## src/hdl/key_diag_pkg.sv

```systemverilog
/*
  constants, carriers and state layout of the key-code and diagnostic monitor.
  assumes a 100 MHz bus clock and a sampled oscillator input.
*/
package key_diag_pkg;
  localparam int CLK_MHZ = 100;
  // register byte offsets
  localparam logic [7:0] OFF_KEY    = 8'h00;
  localparam logic [7:0] OFF_CONV   = 8'h04;
  localparam logic [7:0] OFF_DCFG   = 8'h08;
  localparam logic [7:0] OFF_GSA    = 8'h0C;
  localparam logic [7:0] OFF_GSB    = 8'h10;
  localparam logic [7:0] OFF_DRES   = 8'h14;
  localparam logic [7:0] OFF_ARES   = 8'h18;
  localparam logic [7:0] OFF_STATUS = 8'h1C;
  localparam logic [7:0] OFF_TICKS  = 8'h20;
  localparam logic [7:0] OFF_RBSEL  = 8'h24;
  localparam logic [7:0] OFF_NOP    = 8'h28;
  localparam logic [7:0] OFF_NONE   = 8'hFC;
  localparam int         ADDR_W     = 8;
  // key codes (refresh, adc and watchdog values are arbitrary)
  localparam logic [15:0] KEY_REFRESH = 16'hFCBA;
  localparam logic [15:0] KEY_ADC     = 16'h1ADC;
  localparam logic [15:0] KEY_WDT     = 16'h0D06;
  localparam logic [15:0] KEY_RESET_A = 16'h15FA;
  localparam logic [15:0] KEY_RESET_B = 16'hAF51;
  // field positions
  localparam int CONV_INT_EN = 4;
  localparam int DC_CRC_EN = 0, DC_TICK_EN = 1, DC_WDT_ANY = 2, DC_WDT_RST = 3;
  localparam int GA_SIG_EN = 0, GA_TRIP = 1;
  localparam int GB_CMP_EN = 0;
  localparam int DF_RESET = 0, DF_CRC = 1, DF_INVALID = 2, DF_TRIM = 3, DF_SLEW = 4;
  localparam int DF_OSC = 5, DF_W = 6;
  localparam int AF_TEMP = 0, AF_REFERENCE_INPUT_NODE = 1, AF_REFERENCE_OUTPUT_NODE = 2, AF_REGUL = 3, AF_AVCC = 4;
  localparam int AF_W = 5;
  localparam int ST_DIG = 0, ST_ANA = 1;
  localparam logic [DF_W-1:0] DF_RESET_VAL = 6'h09;
  localparam logic [DF_W-1:0] DF_SUM_MASK  = 6'h2F;
  localparam logic [31:0]     HALT_SIGNATURE = 32'h0007DEAD;
  // calibration fetch and crc
  localparam logic [3:0] TRIM_LAST = 4'hF;
  localparam logic [7:0] CRC_INIT  = 8'h00;
  localparam logic [7:0] CRC_POLY  = 8'h07;
  // oscillator supervision
  localparam int OSC_STOP_NS     = 1000;
  localparam int OSC_STOP_CYCLES = (OSC_STOP_NS * CLK_MHZ + 999) / 1000;
  localparam int OSC_DIV_DEFAULT = 10000;

  typedef enum logic {RF_IDLE, RF_FETCH} refresh_state_t;

  typedef struct packed {
    logic        hsel;
    logic [31:0] haddr;
    logic [1:0]  htrans;
    logic        hwrite;
    logic [2:0]  hsize;
    logic [31:0] hwdata;
    logic        hready;
  } ahb_in_t;

  typedef struct packed {
    logic        hreadyout;
    logic        hresp;
    logic [31:0] hrdata;
  } ahb_out_t;

  typedef struct packed {
    logic [3:0] temp_trip;   // one comparator per trip point
    logic [3:0] supply_bad;  // reference_input_node, reference_output_node, regulator, analog supply
  } analog_in_t;

  typedef struct packed {
    logic wdt_restart;
    logic adc_start;
    logic dev_reset;
  } action_t;

  typedef struct packed {
    logic hready; logic hresp; logic [31:0] hrdata; logic rd_pend; logic wr_pend;
    logic [7:0] addr; logic [3:0] range; logic int_en; logic crc_en; logic tick_en;
    logic wdt_any; logic wdt_rst_en; logic sig_en; logic [1:0] trip_sel; logic cmp_en;
    logic [4:0] rb_sel; logic [DF_W-1:0] df; logic [AF_W-1:0] af; logic key_pend;
    refresh_state_t rf; logic [3:0] rom_addr; logic [7:0] crc; logic crc_bad;
    logic osc_s1; logic osc_s2; logic osc_s3; logic osc_lvl; logic [7:0] osc_cnt;
    logic osc_stopped; logic [13:0] div; logic [15:0] ticks;
    logic rst_s1; logic rst_s2; logic rst_s3; logic rst_lvl;
    logic wdt_restart; logic adc_start; logic dev_reset; logic fault_oe_n;
  } state_t;

  localparam state_t STATE_RESET = '{hready: 1'b1, crc_en: 1'b1, tick_en: 1'b1,
    sig_en: 1'b1, df: DF_RESET_VAL, rf: RF_IDLE, rst_s1: 1'b1, rst_s2: 1'b1,
    rst_s3: 1'b1, rst_lvl: 1'b1, fault_oe_n: 1'b1, default: '0};

  // crc-8 over one 16-bit word, msb first
  function automatic logic [7:0] crc8_word(input logic [7:0] c, input logic [15:0] w);
    logic [7:0] r;
    r = c;
    for (int i = 15; i >= 0; i--) begin
      r = (r[7] ^ w[i]) ? ((r << 1) ^ CRC_POLY) : (r << 1);
    end
    return r;
  endfunction : crc8_word
endpackage : key_diag_pkg
```

## src/hdl/key_diag_monitor.sv

```systemverilog
/*
  key-code decoder, reset flagging, calibration refresh with crc check,
  oscillator monitor and sticky diagnostic flags behind an ahb-lite slave.
  assumes a combinational trim memory and analog comparator levels on hclk.
*/
// The AHB-Lite interface to the registers and the register offsets were chosen for this implementation.
// Function
// key writes trigger refresh, reset, adc, watchdog
// reset needs 0x15FA then 0xAF51 back-to-back
// reset from pin, key pair, or watchdog
// reset sets reset-seen flag, write-1 clears
// refresh on key or range field change
// crc mismatch after refresh sets error flag
// crc check enabled at reset, bit disables
// writes during refresh flag invalid access; the code does not flag writes to OFF_RBSEL and OFF_NOP
// host waits 500 us after starting refresh; the bench waits 20 cycles (200 ns)
// 16-bit counter ticks at oscillator over 10000
// counter enable bit, set after reset
// stopped oscillator returns 0x07DEAD signature
// sticky flags, write-1 reloads current fault
// trim and slew flags clear themselves
// live summary bits, digital excludes slew
// temperature trip selectable, sets flag, fault low
// supply comparators off at reset, four nodes
// host enables reference buffer before comparator
// out-of-window supply sets its node flag
// watchdog restart by key or any write
// unknown key cancels pending reset pair
// counter wraps and holds while disabled
`timescale 1ns/10ps
module key_diag_monitor
  import key_diag_pkg::*;
#(
  parameter int OSC_DIV = OSC_DIV_DEFAULT
) (
  // clock and reset
  input  wire logic       hclk,
  input  wire logic       hresetn,
  // register bus
  input  wire ahb_in_t    bus_in,
  output ahb_out_t        bus_out,
  // pins from outside the clock domain
  input  wire logic       osc_clk,
  input  wire logic       reset_pin_n,
  // device-side inputs
  input  wire logic       wdt_timeout,
  input  wire logic       slew_busy,
  input  wire analog_in_t analog,
  input  wire logic [15:0] trim_rom_data,
  input  wire logic [7:0] crc_reference,
  // outputs
  output logic [3:0]      trim_rom_addr,
  output action_t         actions,
  output logic            fault_o,
  output logic            fault_oe_n
);

  state_t s;
  state_t n;
  state_t keep;
  logic              take;
  logic              osc_edge;
  logic              do_reset;
  logic              start_refresh;
  logic              crc_evt;
  logic              inv_evt;
  logic [7:0]        crc_next;
  logic [15:0]       key;
  logic [31:0]       wd;
  logic [31:0]       rd_word;
  logic [DF_W-1:0]   dw1;
  logic [AF_W-1:0]   aw1;
  logic [DF_W-1:0]   dset;
  logic [AF_W-1:0]   acur;

  // next-state logic
  always_comb begin
    n = s;
    keep = s;
    n.wdt_restart = 1'b0;
    n.adc_start = 1'b0;
    n.dev_reset = 1'b0;
    do_reset = 1'b0;
    start_refresh = 1'b0;
    crc_evt = 1'b0;
    inv_evt = 1'b0;
    dw1 = '0;
    aw1 = '0;
    wd = bus_in.hwdata;
    key = wd[15:0];
    crc_next = crc8_word(s.crc, trim_rom_data);

    // oscillator and reset pin synchronisers, change counted when stages agree
    n.osc_s1 = osc_clk;
    n.osc_s2 = s.osc_s1;
    n.osc_s3 = s.osc_s2;
    osc_edge = (s.osc_s2 == s.osc_s3) && s.osc_s3 && !s.osc_lvl;
    if (s.osc_s2 == s.osc_s3) n.osc_lvl = s.osc_s3;
    n.rst_s1 = reset_pin_n;
    n.rst_s2 = s.rst_s1;
    n.rst_s3 = s.rst_s2;
    if (s.rst_s2 == s.rst_s3) n.rst_lvl = s.rst_s3;

    // stop detector: no rising edge for the stop time
    if (osc_edge) begin
      n.osc_cnt = '0;
    end else if (!s.osc_stopped) begin
      n.osc_cnt = s.osc_cnt + 8'h01;
    end
    n.osc_stopped = !osc_edge && (s.osc_stopped || s.osc_cnt == 8'(OSC_STOP_CYCLES - 1));

    // tick divider and wrapping counter, held while disabled
    if (osc_edge && s.tick_en) begin
      if (s.div == 14'(OSC_DIV - 1)) begin
        n.div = '0;
        n.ticks = s.ticks + 16'h0001;
      end else begin
        n.div = s.div + 14'h0001;
      end
    end

    // read data phase: one wait state, then data
    if (s.rd_pend) begin
      n.hrdata = rd_word;
      n.hready = 1'b1;
      n.rd_pend = 1'b0;
    end
    n.wr_pend = 1'b0;
    take = bus_in.hsel && bus_in.htrans[1] && bus_in.hready;
    if (take) begin
      n.addr = (bus_in.haddr[31:ADDR_W] == '0) ? bus_in.haddr[ADDR_W-1:0] : OFF_NONE;
      if (bus_in.hwrite) begin
        n.wr_pend = 1'b1;
      end else begin
        n.rd_pend = 1'b1;
        n.hready = 1'b0;
      end
    end

    // write data phase
    if (s.wr_pend) begin
      if (s.wdt_any) n.wdt_restart = 1'b1;
      if (s.rf == RF_FETCH && s.addr != OFF_RBSEL && s.addr != OFF_NOP) begin
        inv_evt = 1'b1;
      end else begin
        unique case (s.addr)
          OFF_KEY: begin
            n.key_pend = 1'b0;
            if (key == KEY_RESET_A) begin
              n.key_pend = 1'b1;
            end else if (key == KEY_RESET_B && s.key_pend) begin
              do_reset = 1'b1;
            end else if (key == KEY_REFRESH) begin
              start_refresh = 1'b1;
            end else if (key == KEY_ADC) begin
              n.adc_start = 1'b1;
            end else if (key == KEY_WDT) begin
              n.wdt_restart = 1'b1;
            end
          end
          OFF_CONV: begin
            if (wd[3:0] != s.range) start_refresh = 1'b1;
            n.range = wd[3:0];
            n.int_en = wd[CONV_INT_EN];
          end
          OFF_DCFG: begin
            n.crc_en = wd[DC_CRC_EN];
            n.tick_en = wd[DC_TICK_EN];
            n.wdt_any = wd[DC_WDT_ANY];
            n.wdt_rst_en = wd[DC_WDT_RST];
          end
          OFF_GSA: begin
            n.sig_en = wd[GA_SIG_EN];
            n.trip_sel = wd[GA_TRIP+1:GA_TRIP];
          end
          OFF_GSB: n.cmp_en = wd[GB_CMP_EN];
          OFF_DRES: dw1 = wd[DF_W-1:0];
          OFF_ARES: aw1 = wd[AF_W-1:0];
          OFF_RBSEL: n.rb_sel = wd[4:0];
          default: ;
        endcase
      end
    end

    // calibration fetch, one word a cycle, crc checked at the last word
    if (s.rf == RF_FETCH) begin
      n.crc = crc_next;
      if (s.rom_addr == TRIM_LAST) begin
        n.rf = RF_IDLE;
        n.crc_bad = s.crc_en && (crc_next != crc_reference);
        crc_evt = n.crc_bad;
      end else begin
        n.rom_addr = s.rom_addr + 4'h1;
      end
    end
    if (start_refresh) begin
      n.rf = RF_FETCH;
      n.rom_addr = '0;
      n.crc = CRC_INIT;
    end

    // sticky flags: events and live faults win over a write-1 reload
    dset = '0;
    dset[DF_CRC] = s.crc_bad | crc_evt;
    dset[DF_INVALID] = inv_evt;
    dset[DF_OSC] = s.osc_stopped;
    n.df = dset | (s.df & ~dw1);
    n.df[DF_TRIM] = s.df[DF_TRIM] && !(s.rf == RF_FETCH && n.rf == RF_IDLE);
    n.df[DF_SLEW] = slew_busy;
    acur = '0;
    acur[AF_TEMP] = analog.temp_trip[s.trip_sel];
    if (s.cmp_en) acur[AF_AVCC:AF_REFERENCE_INPUT_NODE] = analog.supply_bad;
    n.af = acur | (s.af & ~aw1);

    // device reset from pin, key pair or watchdog, bus and samplers survive
    if (!s.rst_lvl || (wdt_timeout && s.wdt_rst_en)) do_reset = 1'b1;
    if (do_reset) begin
      keep = n;
      n = STATE_RESET;
      n.hready = keep.hready;
      n.hrdata = keep.hrdata;
      n.rd_pend = keep.rd_pend;
      n.wr_pend = keep.wr_pend;
      n.addr = keep.addr;
      {n.osc_s1, n.osc_s2, n.osc_s3, n.osc_lvl} =
        {keep.osc_s1, keep.osc_s2, keep.osc_s3, keep.osc_lvl};
      n.osc_cnt = keep.osc_cnt;
      n.osc_stopped = keep.osc_stopped;
      {n.rst_s1, n.rst_s2, n.rst_s3, n.rst_lvl} =
        {keep.rst_s1, keep.rst_s2, keep.rst_s3, keep.rst_lvl};
      n.dev_reset = 1'b1;
    end
    n.fault_oe_n = !n.af[AF_TEMP];
  end

  // register read multiplexer
  always_comb begin
    rd_word = '0;
    unique case (s.addr)
      OFF_CONV: rd_word = 32'({s.int_en, s.range});
      OFF_DCFG: rd_word = 32'({s.wdt_rst_en, s.wdt_any, s.tick_en, s.crc_en});
      OFF_GSA: rd_word = 32'({s.trip_sel, s.sig_en});
      OFF_GSB: rd_word = 32'(s.cmp_en);
      OFF_DRES: rd_word = 32'(s.df);
      OFF_ARES: rd_word = 32'(s.af);
      OFF_STATUS: begin
        rd_word[ST_DIG] = |(s.df & DF_SUM_MASK);
        rd_word[ST_ANA] = |s.af;
      end
      OFF_TICKS: rd_word = 32'(s.ticks);
      OFF_RBSEL: rd_word = 32'(s.rb_sel);
      default: rd_word = '0;
    endcase
    if (s.osc_stopped && s.sig_en) rd_word = HALT_SIGNATURE;
  end

  // state register
  always_ff @(posedge hclk or negedge hresetn) begin
    if (!hresetn) begin
      s <= STATE_RESET;
    end else begin
      s <= n;
    end
  end

  // outputs straight from state
  assign bus_out.hreadyout = s.hready;
  assign bus_out.hresp = s.hresp;
  assign bus_out.hrdata = s.hrdata;
  assign trim_rom_addr = s.rom_addr;
  assign actions.wdt_restart = s.wdt_restart;
  assign actions.adc_start = s.adc_start;
  assign actions.dev_reset = s.dev_reset;
  assign fault_o = s.hresp;
  assign fault_oe_n = s.fault_oe_n;
endmodule : key_diag_monitor

```

## config.mk

```make
export PLATFORM = sky130hd
export DESIGN_NAME = key_diag_monitor
export DESIGN_NICKNAME = d
export VERILOG_FILES = /design/src/hdl/key_diag_pkg.sv /design/src/hdl/key_diag_monitor.sv
export SDC_FILE = /design/constraint.sdc
export NUM_CORES = 1
export LEC_CHECK = 0
export BUFFER_PORTS_ARGS = -buffer_cell sky130_fd_sc_hd__buf_2
export CORE_MARGIN = 1.5
export CORE_UTILIZATION = 50
export CTS_CLUSTER_SIZE = 8
export DETAILED_ROUTE_END_ITERATION = 16
export GPL_TIMING_DRIVEN = 0
export PLACE_DENSITY = 0.78
export RECOVER_POWER = 100
export SYNTH_ARGS = -nofsm -noshare
export SYNTH_HDL_FRONTEND = slang
export SYNTH_SLANG_ARGS = --single-unit
```

## constraint.sdc

```tcl
create_clock -name hclk -period 2.5 [get_ports hclk]
set_input_delay 0.25 -clock hclk [delete_from_list [all_inputs] [get_ports hclk]]
set_output_delay 0.25 -clock hclk [all_outputs]
set_load 0.03 [all_outputs]
```

* Word level (Yosys, flattened, before mapping)
Index checks and enable logic that the tools add are counted.
** Operators by class
- $add $sub $neg :: 4
- Order comparisons :: 1
- Equality and inequality tests :: 25
- Muxes and demuxes :: 87
- Bitwise logic cells :: 40
- Reduce and logical (&&, ||, !) cells :: 46
** Operators by type and width (count)
- $pmux 14 s7 :: 1
- $mux 95 :: 1
- $mux 3 :: 17
- $not 3->3 :: 16
- $mux 18 :: 2
- $mux 1 :: 35
- $mux 33 :: 1
- $eq 16x13->1 const B :: 2
- $eq 16x16->1 const B :: 2
- $eq 8x5->1 const B :: 4
- $mux 32 :: 1
- $mux 30 :: 1
- $mux 14 :: 2
- $mux 5 :: 5
- $logic_not 24->1 :: 1
- $mux 8 :: 3
- $reduce_bool 2->1 :: 11
- $mux 6 :: 3
- $pmux 2 s9 :: 1
- $reduce_and 3->1 :: 6
- $add 16x1->16 const B :: 1
- $eq 16x12->1 const B :: 1
- $eq 8x4->1 const B :: 2
- $eq 8x6->1 const B :: 2
- other kinds (37) :: 82
** Word-level totals
- Register bits after elaboration :: 138
- Bits of input ports :: 110
- Output and inout bits :: 43
- Logic and storage cells :: 241

* Depth between registers and ports, before layout
Gate-level depths: netlist of the first run.
- Word-level depth :: 43
- Gate-level depth with buffers :: 9

* Worst setup path after synthesis of the first run
OpenSTA, ideal clock, no wires.
- Path type :: register -> register
- Start :: register s[100] (netlist name)
- End :: register s[58] (netlist name)
- Arrival time :: 2.269 ns
- Slack :: 0.094 ns
- Stages on the path, launching flop included :: 10
- Clock period less this slack :: 2.406 ns
- Cells stage by stage :: dfrtp_1 > or4_2 > buf_2 > nor4_1 > nand3_1 > o21a_1 > inv_2 > buf_4 > buf_4 > o32ai_1
** Between the ends
- Cells in the longest elaborated chain, start to end :: 7
- Elaborated cells between the ends (all ways) :: 16
- Those cells by class :: eq/ne: 3; mux: 9; reduce/logical: 4
** Ends and longest elaborated chain
- from (decl) :: RTL line key_diag_monitor.sv:58 : state_t s;
- from (signal assigned) :: RTL line key_diag_monitor.sv:262 : s <= n;
- $ne 8x6->1 :: RTL line key_diag_monitor.sv:143 : if (s.rf == RF_FETCH && s.addr != OFF_RBSEL && s.addr != OFF_NOP) begin
- $logic_and 1x1->1 (2 in series) :: RTL line key_diag_monitor.sv:143
- $mux 1 :: RTL line key_diag_monitor.sv:143
- $mux 1 :: RTL line key_diag_monitor.sv:141 : if (s.wr_pend) begin
- $mux 1 / $mux 13 (equally long branches) :: RTL line key_diag_monitor.sv:216, key_diag_monitor.sv:196
- $reduce_bool 3->1 (no source line) / $mux 95 (equally long branches)
Several ways; a longest one is shown, not always the timed one.
A chain may end at the register's enable or synchronous reset.

* Final worst setup path of the first run
- Start :: register s[99] (netlist name)
- End :: register s (netlist bit trim_rom_addr[3])
** Between the ends
- Cells in the longest elaborated chain, start to end :: 8
- Elaborated cells between the ends (all ways) :: 18
- Those cells by class :: eq/ne: 4; mux: 9; reduce/logical: 5
** Ends and longest elaborated chain
- $ne 8x6->1 :: RTL line key_diag_monitor.sv:143
- $logic_and 1x1->1 (2 in series) :: RTL line key_diag_monitor.sv:143
- $mux 1 :: RTL line key_diag_monitor.sv:143
- $mux 1 :: RTL line key_diag_monitor.sv:141
- $mux 1 :: RTL line key_diag_monitor.sv:216 : if (!s.rst_lvl || (wdt_timeout && s.wdt_rst_en)) do_reset = 1'b1;
- $ne 3x3->1 (no source line) / $reduce_bool 3->1 (equally long branches)
- $reduce_and 2->1 (no source line)
Several ways; a longest one is shown, not always the timed one.

==> results of run 1 <==
[worst max-delay path by stage]
stage,depth (start not counted),endpoint,slack (ns),startpoint
4_1_cts,9,s[58],0.0001,s[100]
2_1_floorplan,9,s[58],0.09,s[100]
5_1_grt,7,bus_out[13],-0.07,s[102]
3_5_place_dp,7,s[14],-0.24,s[49]
6_report,7,trim_rom_addr[3],0.03,s[99]
3_3_place_gp,7,s[23],-0.40,s[49]
[cells in the mapped netlist (6+ instances only)]
cell type and instances:
dfrtp_1 112, nor2_1 77, nand2_1 51, buf_4 49
a21oi_1 36, xnor2_1 32, nand3_1 27, xor2_1 27
o21ai_0 23, inv_1 18, nand4_1 17, nor4_1 17
mux2i_1 15, clkbuf_1 14, dfstp_2 11, and3_1 10
nor3_1 10, xnor3_1 10, a221o_1 9, a22oi_1 8
a31oi_1 7, nand2b_1 6, nand3b_1 6, xor3_1 6
[power by group]
part,internal [mW],switching [mW],total [mW]
Sequential,2.07,0.0592,2.13
Clock,1.66,0.902,2.57
Combinational,0.362,0.425,0.787
[metal layers]
layer / vias to the layer above / global-route usage [%]
met5: - / 0
met4: 0 / 10.3
met3: 44 / 6.27
met2: 215 / 41.8
met1: 2906 / 31.4
li1: 2807 / -
[per-stage QoR]
stage	hold WS [ns]	utilization, %
floorplan	-0.0456	-
global placement	0.336	57.1
detailed placement	0.223	57.4
CTS	0.0214	63.3
global route	0.0324	63.4
finish	0.0332	63.4
[sequential cells by signal, summed over array words and instances (netlist names)]
register and cells:
s 96, bus_out 18, trim_rom_addr 4, actions 3, dset 1, fault_oe_n 1
[logic make-up (layout without fill, tap and decap cells)]
group	Yosys count	in the layout	synth area share, %
AO/OA/AOI/OAI	126	126	12.4
XOR/XNOR	75	75	12.6
adder cells (fa/ha/maj)	6	6	1.03
buffers and inverters	90	257	7.88
flip-flops	123	123	43.9
multiplexers	17	17	2.61
other	1	15	0.0533
AND/OR/NAND/NOR	264	264	19.5
[area by class of cell]
cell class | count | area [um2] | share of cell area, %
Buffer | 71 | 529 | 6.04
Clock buffer | 21 | 480 | 5.48
Clock inverter | 11 | 141 | 1.61
Inverter | 19 | 71.3 | 0.813
Multi-Input combinational cell | 503 | 3530 | 40.2
Sequential cell | 123 | 3100 | 35.3
Tap cell | 180 | 225 | 2.57
Timing Repair Buffer | 135 | 698 | 7.96
[repair_timing]
| item | CTS | global route |
|---|---|---|
| resized for setup | 22 | 10 |
| buffers inserted | 8 | 5 |
| pin swaps | 2 | 3 |
| hold endpoints to repair | 52 | 0 |
| hold buffers | 4 | 0 |
| endpoints found under the setup margin | 81 | 86 |
==> summary.md, run 1 <==
| Metric | Value |
|---|---|
| Port bufs | `116` |
| Synthesized area | `7040 um2` |
| Ranking of synthesized cells by area | `dfrtp_1 40%, buf_4 5.2%, dfstp_2 4.1%` |
| CP endpoint kind | `flip-flop` |
| Worst hold stages | `2` |
| Pwr Density | `625 nW/um2` |
| CTS tree | `yes` |
| Leakage | `4.03 nW` |
| Final-report hold violation count | `0` |
| Die width | `122 um` |
| Post-DR vias/cell | `5.62` |
| Relative slew slack | `16.6%` |
| Hold Path Class | `in2reg` |
| VDD IR-drop max | `0.503 mV` |
| Post-synth EDFFs | `0` |
| CTS sink count | `123` |
| Min cycle time layout | `2.47 ns` |
| Most frequent cells in the layout | `108 x dfrtp_1, 88 x buf_2, 77 x nor2_1` |
| CP cell instances | `or4b_4, o31ai_4, buf_4, nand2_4, o31a_1, or3_1, a21oi_2` |
| Die area | `14800 um2` |
| DP Worst Slack | `-0.240 ns` |
| Remaining DRCs | `0` |
| CTS Buffer Depth | `2` |
| Status | `completed` |
| R2R Path End | `trim_rom_addr[3]` |
| Final setup margin | `0.0330 ns` |
| Cell variety after synth | `76` |
| Mapped Cells | `702` |
| Req. time, crit path | `2.86 ns` |
| Signal arrival time at the worst endpoint | `2.82 ns` |
| Period utilization | `98.7%` |
| WL/cell | `16.9 um` |
| H-tree depth | `4` |
| Reg clk slew, reported paths | `0.06 ns` |
| Routed length on met3 | `1030 um` |
| Non-Filler Instances | `1063` |
| M1 WL | `7660 um` |
| Post-synthesis sequential area ratio | `43.9%` |
| Share of the synthesized area in the top cell type | `39.8%` |
| Initial drt markers | `457` |
| DR WL met2 | `8790 um` |
| CORE AREA | `13800 um2` |
| Via count | `5972` |
| Hold Crit Endpoint | `s[100]` |
| Final number of setup-violating endpoints | `0` |
| Clock Tree Root | `clkbuf_16` |
| Pwr Total | `5.48 mW` |
| Slew @ Worst Pin | `1.25 ns` |
| DP Cell Count | `1013` |
| Worst Path Max Fanout | `6` |
| ANT nets after route | `0` |
| Initial core utilization | `50.9%` |
| Yosys reg bits | `123` |
| CP delay by family, top | `simple AND/OR/NAND/NOR gates` |
| Layout cell share with drive strength beyond 1 | `26.0%` |
| WL final | `18000 um` |
| Final TNS setup | `0 ns` |
| Max Freq | `0.405 GHz` |
| DRT Pass-1 Iters | `5` |
| RD Place Congestion | `0.998` |
| Final #Nets | `985` |
| Largest net degree at the start of global routing | `74` |
| Startpoint types | `flip-flop` |
| CP peak stage delay | `0.61 ns` |
| Commonest non-fill, non-tap cell in the layout | `dfrtp_1` |
| Clk_lat worst skew | `0.43 ns` |
| Setup CP Type | `reg2reg` |
| Highest routed layer | `met4` |
| Max_cap viols | `0` |
| Ports | `153` |
| Placed Area | `7940 um2` |
| Predominant post-synthesis flop cell | `dfrtp_1` |
| Setup Skew | `0.00657 ns` |
| Num rows | `43` |
| RSZ-0062 raised after global routing | `true` |
| TritonCTS Buffers | `17` |
| Mean post-synth cell area | `10.0 um2` |
| Async set-reset flop share out of synthesis | `100%` |
| Initial antenna violation count | `1` |
| Number of buffers and inverters on the critical path | `1` |
| Fill cell count | `1149` |
| Critical-path top delay cell | `or4b_4` |
| Die Y | `122 um` |
| Reg2Reg Depth | `7` |
| Yosys top cell by area | `dfrtp_1` |
| Flop2flop setup slack | `0.03 ns` |
| Area grow syn2layout | `24.6%` |
| Post-DP HPWL | `12800 um` |
| First-pass GRT wire length | `28600 um` |
| Ant. Diodes | `0` |
| Max-slew violations | `0` |
| GRT Util Overall | `25.1%` |
| Vias in the first global route | `5692` |
| Synth Warn # | `0` |
| Final instance area | `8770 um2` |
| Reg2reg start | `s[99]` |
| GRT overflow | `0` |
| Hold Crit Start | `bus_in[44]` |
Note: power is estimated with default switching activity, not from simulation.
==> run 2: changes to the inputs <==
- CORE_UTILIZATION: 50 -> 51
- CTS_BUF_LIST: unset -> sky130_fd_sc_hd__clkbuf_8
- PLACE_DENSITY: 0.78 -> 0.8
==> run 2 against run 1 <==
Compared with the run above:
- critical path type unchanged
- first-iteration DRC count up 10%
- global-route usage shrank 0.19 points
- wire length is 1.0% lower
- the flow now finishes with violations (capacitance limit, slew limit)
- clock power decreased by 31%
- final area decreased by 1.3%
- register-to-register slack better by 0.02 ns
- total power down 14%
- critical path depth did not move
==> summary.md, run 2 (same netlist as run 1, synthesis figures left out) <==
| Metric | Value |
|---|---|
| Pwr Density | `544 nW/um2 (was 625 nW/um2)` |
| Clk_lat worst skew | `0.45 ns (was 0.43 ns)` |
| Via count | `5984 (was 5972)` |
| WL final | `17800 um (was 18000 um)` |
| Setup CP Type | `reg2reg (unchanged)` |
| Comb power frac | `17.3% (was 14.4%)` |
| Clk pwr share | `37.7% (was 46.8%)` |
| Die Y | `120 um (was 122 um)` |
| Die area | `14500 um2 (was 14800 um2)` |
| Status | `finished with violations (was completed)` |
| Initial core utilization | `52.7% (was 50.9%)` |
| Relative slew slack | `-16.4% (was 16.6%)` |
| Worst hold stages | `3 (was 2)` |
| GRT overflow | `0 (unchanged)` |
| Final #Nets | `995 (was 985)` |
| CTS Buffer Depth | `2 (unchanged)` |
| Min cycle time layout | `2.45 ns (was 2.47 ns)` |
| Port bufs | `116 (unchanged)` |
| Failing checks | `capacitance limit, slew limit` |
| Startpoint types | `flip-flop (unchanged)` |
| Num rows | `42 (was 43)` |
| Remaining DRCs | `0 (unchanged)` |
| DRT Pass-1 Iters | `8 (was 5)` |
| Hold Crit Endpoint | `s[67] (was s[100])` |
| Sw Share | `28.2% (was 25.3%)` |
| Post-DR vias/cell | `5.60 (was 5.62)` |
| First-pass GRT wire length | `28200 um (was 28600 um)` |
| CTS tree | `yes (unchanged)` |
| Max FFs per register | `96 (unchanged)` |
| Initial drt markers | `504 (was 457)` |
| Setup Skew | `0.0112 ns (was 0.00657 ns)` |
| Ports | `153 (unchanged)` |
| Final number of setup-violating endpoints | `0 (unchanged)` |
| Pwr Total | `4.71 mW (was 5.48 mW)` |
| Most flop-heavy register | `s (unchanged)` |
| Ant. Diodes | `0 (unchanged)` |
| Max Freq | `0.409 GHz (was 0.405 GHz)` |
| Fill cell count | `1131 (was 1149)` |
| Reg2Reg Depth | `7 (unchanged)` |
| RD Place Congestion | `0.996 (was 0.998)` |
| Flop2flop setup slack | `0.05 ns (was 0.03 ns)` |
| GRT Util Overall | `25.0% (was 25.1%)` |
| Period utilization | `97.9% (was 98.7%)` |
| Clock Tree Root | `clkbuf_8 (was clkbuf_16)` |
| Layout cell share with drive strength beyond 1 | `26.1% (was 26.0%)` |
| WL/cell | `16.6 um (was 16.9 um)` |
| Post-DP HPWL | `12700 um (was 12800 um)` |
| Most frequent cells in the layout | `109 x dfrtp_1, 88 x buf_2, 77 x nor2_1 (was 108 x dfrtp_1, 88 x buf_2, 77 x nor2_1)` |
| Final-report hold violation count | `0 (unchanged)` |
| Flop pwr share | `45.1% (was 38.8%)` |
| CTS sink count | `123 (unchanged)` |
| Slew @ Worst Pin | `1.75 ns (was 1.25 ns)` |
| R2R Path End | `s[72] (was trim_rom_addr[3])` |
| TritonCTS Buffers | `17 (unchanged)` |
| Vias in the first global route | `5654 (was 5692)` |
| Signal arrival time at the worst endpoint | `2.78 ns (was 2.82 ns)` |
| Final TNS setup | `0 ns (unchanged)` |
| CORE AREA | `13300 um2 (was 13800 um2)` |
| Commonest non-fill, non-tap cell in the layout | `dfrtp_1 (unchanged)` |
| Worst Path Max Fanout | `7 (was 6)` |
| H-tree depth | `4 (unchanged)` |
| Largest net degree at the start of global routing | `72 (was 74)` |
| Cell internal pwr | `3.39 mW (was 4.09 mW)` |
| Hold Path Class | `in2reg (unchanged)` |
| Area grow syn2layout | `23.0% (was 24.6%)` |
| ANT nets after route | `0 (unchanged)` |
| VDD IR-drop max | `0.425 mV (was 0.503 mV)` |
| Max-slew violations | `72 (was 0)` |
| Leakage | `3.95 nW (was 4.03 nW)` |
| Die width | `120 um (was 122 um)` |
| Reg2reg start | `s[99] (unchanged)` |
| Req. time, crit path | `2.83 ns (was 2.86 ns)` |
| Max_cap viols | `1 (was 0)` |
| Psw | `1.33 mW (was 1.39 mW)` |
| CP endpoint kind | `flip-flop (unchanged)` |
| Hold Crit Start | `analog[0] (was bus_in[44])` |
| Reg clk slew, reported paths | `0.07 ns (was 0.06 ns)` |
| Initial antenna violation count | `0 (was 1)` |
==> run 2: final cells by class <==
cell class                 instances  area, um2  share of cell area (%)
clock buffer                      19        262                    3.02
timing repair buffer             146        805                    9.29
multi-input combinational        503       3520                    40.7
sequential                       123       3100                    35.8
inverter                          19       71.3                   0.824
tap                              176        220                    2.54
buffer                            70        534                    6.17
clock inverter                    13        145                    1.68
==> run 2: worst max path at each step <==
| stage | start | to | slack (ns) | cells after the start |
|---|---|---|---|---|
| 2_1_floorplan | s[100] | s[58] | 0.09 | 9 |
| 3_3_place_gp | hresetn | s[54] | -0.40 | 1 |
| 3_5_place_dp | s[99] | s[58] | -0.22 | 9 |
| 4_1_cts | s[100] | s[68] | -0.009 | 9 |
| 5_1_grt | s[99] | s[72] | -0.05 | 7 |
| 6_report | s[99] | s[72] | 0.05 | 7 |
==> run 2: power by group through the flow <==
| stage | registers [mW] | logic [mW] | clock network, mW |
|---|---|---|---|
| 3_3_place_gp | 2.16 | 0.750 | 0 |
| 2_1_floorplan | 2.15 | 0.527 | 0 |
| 6_report | 2.12 | 0.814 | 1.77 |
| 3_5_place_dp | 2.16 | 0.771 | 0 |
| 4_1_cts | 2.12 | 0.805 | 1.82 |
| 5_1_grt | 2.13 | 0.885 | 1.90 |
==> run 2: what timing repair did <==
| action | 4_1_cts | 5_1_grt |
|---|---|---|
| pin swaps | 1 | 3 |
| buffers inserted | 4 | 11 |
| hold buffers | 11 | 0 |
| resized for setup | 21 | 16 |
| gates cloned | 0 | 1 |
| endpoints found under the hold margin | 73 | 0 |
| setup endpoints to repair | 82 | 84 |
==> run 2: critical path, cell delays in order (launching register included) <==
cell,delay (ns)
dfrtp_2,0.38
clkbuf_1,0.16
or4b_2,0.69
nor2_1,0.46
nand4_1,0.15
a21oi_1,0.24
o211a_1,0.17
a21oi_1,0.07
==> run 2: per-stage QoR <==
| step | instance area, um2 | utilization, % | cells | hold slack, ns | setup WS (ns) |
|---|---|---|---|---|---|
| 6_report | 8660 | 64.9 | 1069 | 0.0373 | 0.0536 |
| 5_1_grt | 8660 | 64.9 | 1069 | 0.0150 | -0.0466 |
| 4_1_cts | 8570 | 64.2 | 1057 | 0.00358 | -0.00906 |
| 2_1_floorplan | 7090 | - | 716 | -0.0456 | 0.0943 |
| 3_5_place_dp | 7930 | 59.4 | 1010 | 0.309 | -0.216 |
| 3_3_place_gp | 7890 | 59.1 | 1008 | 0.334 | -0.399 |
==> run 2: layer usage <==
metal / global-route usage [%] / vias up / wire, um
met5: 0 / - / 0
met4: 7.43 / 0 / 316
met3: 5.94 / 35 / 1260
met2: 40.9 / 213 / 8780
met1: 33.0 / 2912 / 7430
li1: - / 2824 / -
==> run 3: changes to the inputs <==
- BUFFER_PORTS_ARGS: -buffer_cell sky130_fd_sc_hd__buf_2 -> -buffer_cell sky130_fd_sc_hd__buf_4
- HOLD_SLACK_MARGIN: unset -> 0.15
==> run 3 against run 2 <==
Compared with the run above:
- non-clock buffer count up 14
- wire length up 3.7%
- the flow now finishes without violations
- clock power up 7%
- critical path type unchanged
==> summary.md, run 3 (same netlist as run 1, synthesis figures left out) <==
| Metric | Value |
|---|---|
| Worst Path Max Fanout | `10 (was 7)` |
| Max Freq | `0.405 GHz (was 0.409 GHz)` |
| CP peak stage delay | `0.60 ns (was 0.69 ns)` |
| Fill cell count | `1043 (was 1131)` |
| First-pass GRT wire length | `28900 um (was 28200 um)` |
| Sw Share | `27.4% (was 28.2%)` |
| Ports | `153 (unchanged)` |
| Hold Path Class | `in2reg (unchanged)` |
| Initial drt markers | `489 (was 504)` |
| Non-Filler Instances | `1083 (was 1069)` |
| Die area | `14500 um2 (unchanged)` |
| Post-DP HPWL | `12900 um (was 12700 um)` |
| Area grow syn2layout | `31.2% (was 23.0%)` |
| Die width | `120 um (unchanged)` |
| Clk pwr share | `38.5% (was 37.7%)` |
| Req. time, crit path | `2.83 ns (about the same)` |
| Max_cap viols | `0 (was 1)` |
| Most flop-heavy register | `s (unchanged)` |
| Max FFs per register | `96 (unchanged)` |
| CTS tree | `yes (unchanged)` |
| Hold Crit Start | `bus_in[71] (was analog[0])` |
| CP cell instances | `or4b_4, o31ai_4, buf_4, and2_2, buf_2, nand2_1, o21ai_0, a21oi_1 (was clkbuf_1, or4b_2, nor2_1, nand4_1, a21oi_1, o211a_1, a21oi_1)` |
| Final number of setup-violating endpoints | `0 (unchanged)` |
| Signal arrival time at the worst endpoint | `2.79 ns (was 2.78 ns)` |
| Min cycle time layout | `2.47 ns (was 2.45 ns)` |
| Clock Tree Root | `clkbuf_8 (unchanged)` |
| Most frequent cells in the layout | `171 x buf_4, 109 x dfrtp_1, 76 x nor2_1 (was 109 x dfrtp_1, 88 x buf_2, 77 x nor2_1)` |
| GRT overflow | `0 (unchanged)` |
| Setup Skew | `0.0107 ns (was 0.0112 ns)` |
| Initial antenna violation count | `0 (unchanged)` |
| Final setup margin | `0.0323 ns (was 0.0536 ns)` |
| Die Y | `120 um (unchanged)` |
| WL/cell | `17.0 um (was 16.6 um)` |
| Remaining DRCs | `0 (unchanged)` |
| Number of buffers and inverters on the critical path | `2 (was 1)` |
| Comb power frac | `18.2% (was 17.3%)` |
| Largest net degree at the start of global routing | `67 (was 72)` |
| Final #Nets | `1009 (was 995)` |
| RSZ-0062 raised after global routing | `true` |
| RD Place Congestion | `1.01 (was 0.996)` |
| DP Worst Slack | `-0.261 ns (was -0.216 ns)` |
| Layout cell share with drive strength beyond 1 | `29.7% (was 26.1%)` |
| DRT Pass-1 Iters | `5 (was 8)` |
| VDD IR-drop max | `0.449 mV (was 0.425 mV)` |
| CTS sink count | `123 (unchanged)` |
| CTS Buffer Depth | `2 (unchanged)` |
| Final-report hold violation count | `0 (unchanged)` |
| Status | `completed (was finished with violations)` |
| TritonCTS Buffers | `17 (unchanged)` |
| Reg2reg start | `s[102] (was s[99])` |
| Period utilization | `98.7% (was 97.9%)` |
| Ant. Diodes | `0 (unchanged)` |
| Max-slew violations | `0 (was 72)` |
| CP delay by family, top | `simple AND/OR/NAND/NOR gates (unchanged)` |
| CORE AREA | `13300 um2 (unchanged)` |
| GRT Util Overall | `25.5% (was 25.0%)` |
| Pwr Density | `531 nW/um2 (was 544 nW/um2)` |
| Startpoint types | `flip-flop (unchanged)` |
| Clk_lat worst skew | `0.45 ns (about the same)` |
| Psw | `1.34 mW (was 1.33 mW)` |
| WL final | `18400 um (was 17800 um)` |
| Vias in the first global route | `5808 (was 5654)` |
| Cell internal pwr | `3.56 mW (was 3.39 mW)` |
| Via count | `6084 (was 5984)` |
| Port bufs | `116 (unchanged)` |
| Leakage | `4.27 nW (was 3.95 nW)` |
| Initial core utilization | `52.7% (unchanged)` |
| Reg clk slew, reported paths | `0.08 ns (was 0.07 ns)` |
| H-tree depth | `4 (unchanged)` |
| Final TNS setup | `0 ns (unchanged)` |
| Flop pwr share | `43.3% (was 45.1%)` |
| Slew @ Worst Pin | `0.846 ns (was 1.75 ns)` |
| Critical-path top delay cell | `or4b_4 (was or4b_2)` |
| CP endpoint kind | `flip-flop (unchanged)` |
| Post-layout util | `69.2% (was 64.9%)` |
| Post-DR vias/cell | `5.62 (was 5.60)` |
| Relative slew slack | `43.1% (was -16.4%)` |
| DP Cell Count | `1009 (was 1010)` |
| Num rows | `42 (unchanged)` |
| Commonest non-fill, non-tap cell in the layout | `buf_4 (was dfrtp_1)` |
| ANT nets after route | `0 (unchanged)` |
| Setup CP Type | `reg2reg (unchanged)` |
| Flop2flop setup slack | `0.03 ns (was 0.05 ns)` |
| Start point of the critical path | `s[102] (was s[99])` |
[run 3: worst paths after layout]
kind / end / cells after the start
hold reg to reg: s[49] / 0
hold / removal: bus_out[33] / 4
max in group asynchronous: s[71] / 3
setup reg to reg: s[68] / 8
min in group asynchronous: s[40] / 2
setup / recovery: s[68] / 8
[run 3: what timing repair did]
action | 4_1_cts | 5_1_grt
resized for setup | 23 | 19
hold buffers | 24 | 0
endpoints found under the hold margin | 81 | 0
pin swaps | 1 | 7
setup endpoints to repair | 84 | 88
buffers inserted | 7 | 10
gates cloned | 0 | 2
[run 3: layer usage]
layer	share of wire [%]	vias to the layer above	track usage (%)	wire (um)
met5	0	-	0	0
met2	49	245	42.2	9050
met3	6.5	40	6.60	1200
met1	42	2942	32.7	7780
li1	-	2857	-	-
met4	2.2	0	8.46	407
[run 3: tightest hold or removal path, stage by stage]
cell	delay [ns]
buf_4	0.08
nand3_1	0.10
nor2_1	0.13
nor2_1	0.06
[run 3: cell type report]
class / instances / area, um2 / share of cell area, %
tap: 176 / 220 / 2.38
buffer: 70 / 539 / 5.84
sequential: 123 / 3100 / 33.5
timing repair buffer: 160 / 1320 / 14.3
inverter: 19 / 71.3 / 0.772
clock inverter: 13 / 169 / 1.83
clock buffer: 19 / 262 / 2.83
multi-input combinational: 503 / 3550 / 38.5
[run 3: power by group through the flow]
stage,clock [mW],combinational [mW],sequential (mW)
6_report,1.89,0.894,2.12
3_5_place_dp,0,0.818,2.16
5_1_grt,2.00,0.972,2.13
4_1_cts,1.91,0.867,2.12
3_3_place_gp,0,0.795,2.16
2_1_floorplan,0,0.527,2.15
[run 3: metrics by stage]
step           hold WS [ns]  power, mW  cell area (um2)
3_3_place_gp          0.333       2.95             8180
3_5_place_dp          0.258       2.98             8220
4_1_cts               0.157       4.90             9040
5_1_grt               0.168       5.11             9230
6_report              0.176       4.91             9230
2_1_floorplan       -0.0456       2.68             7090
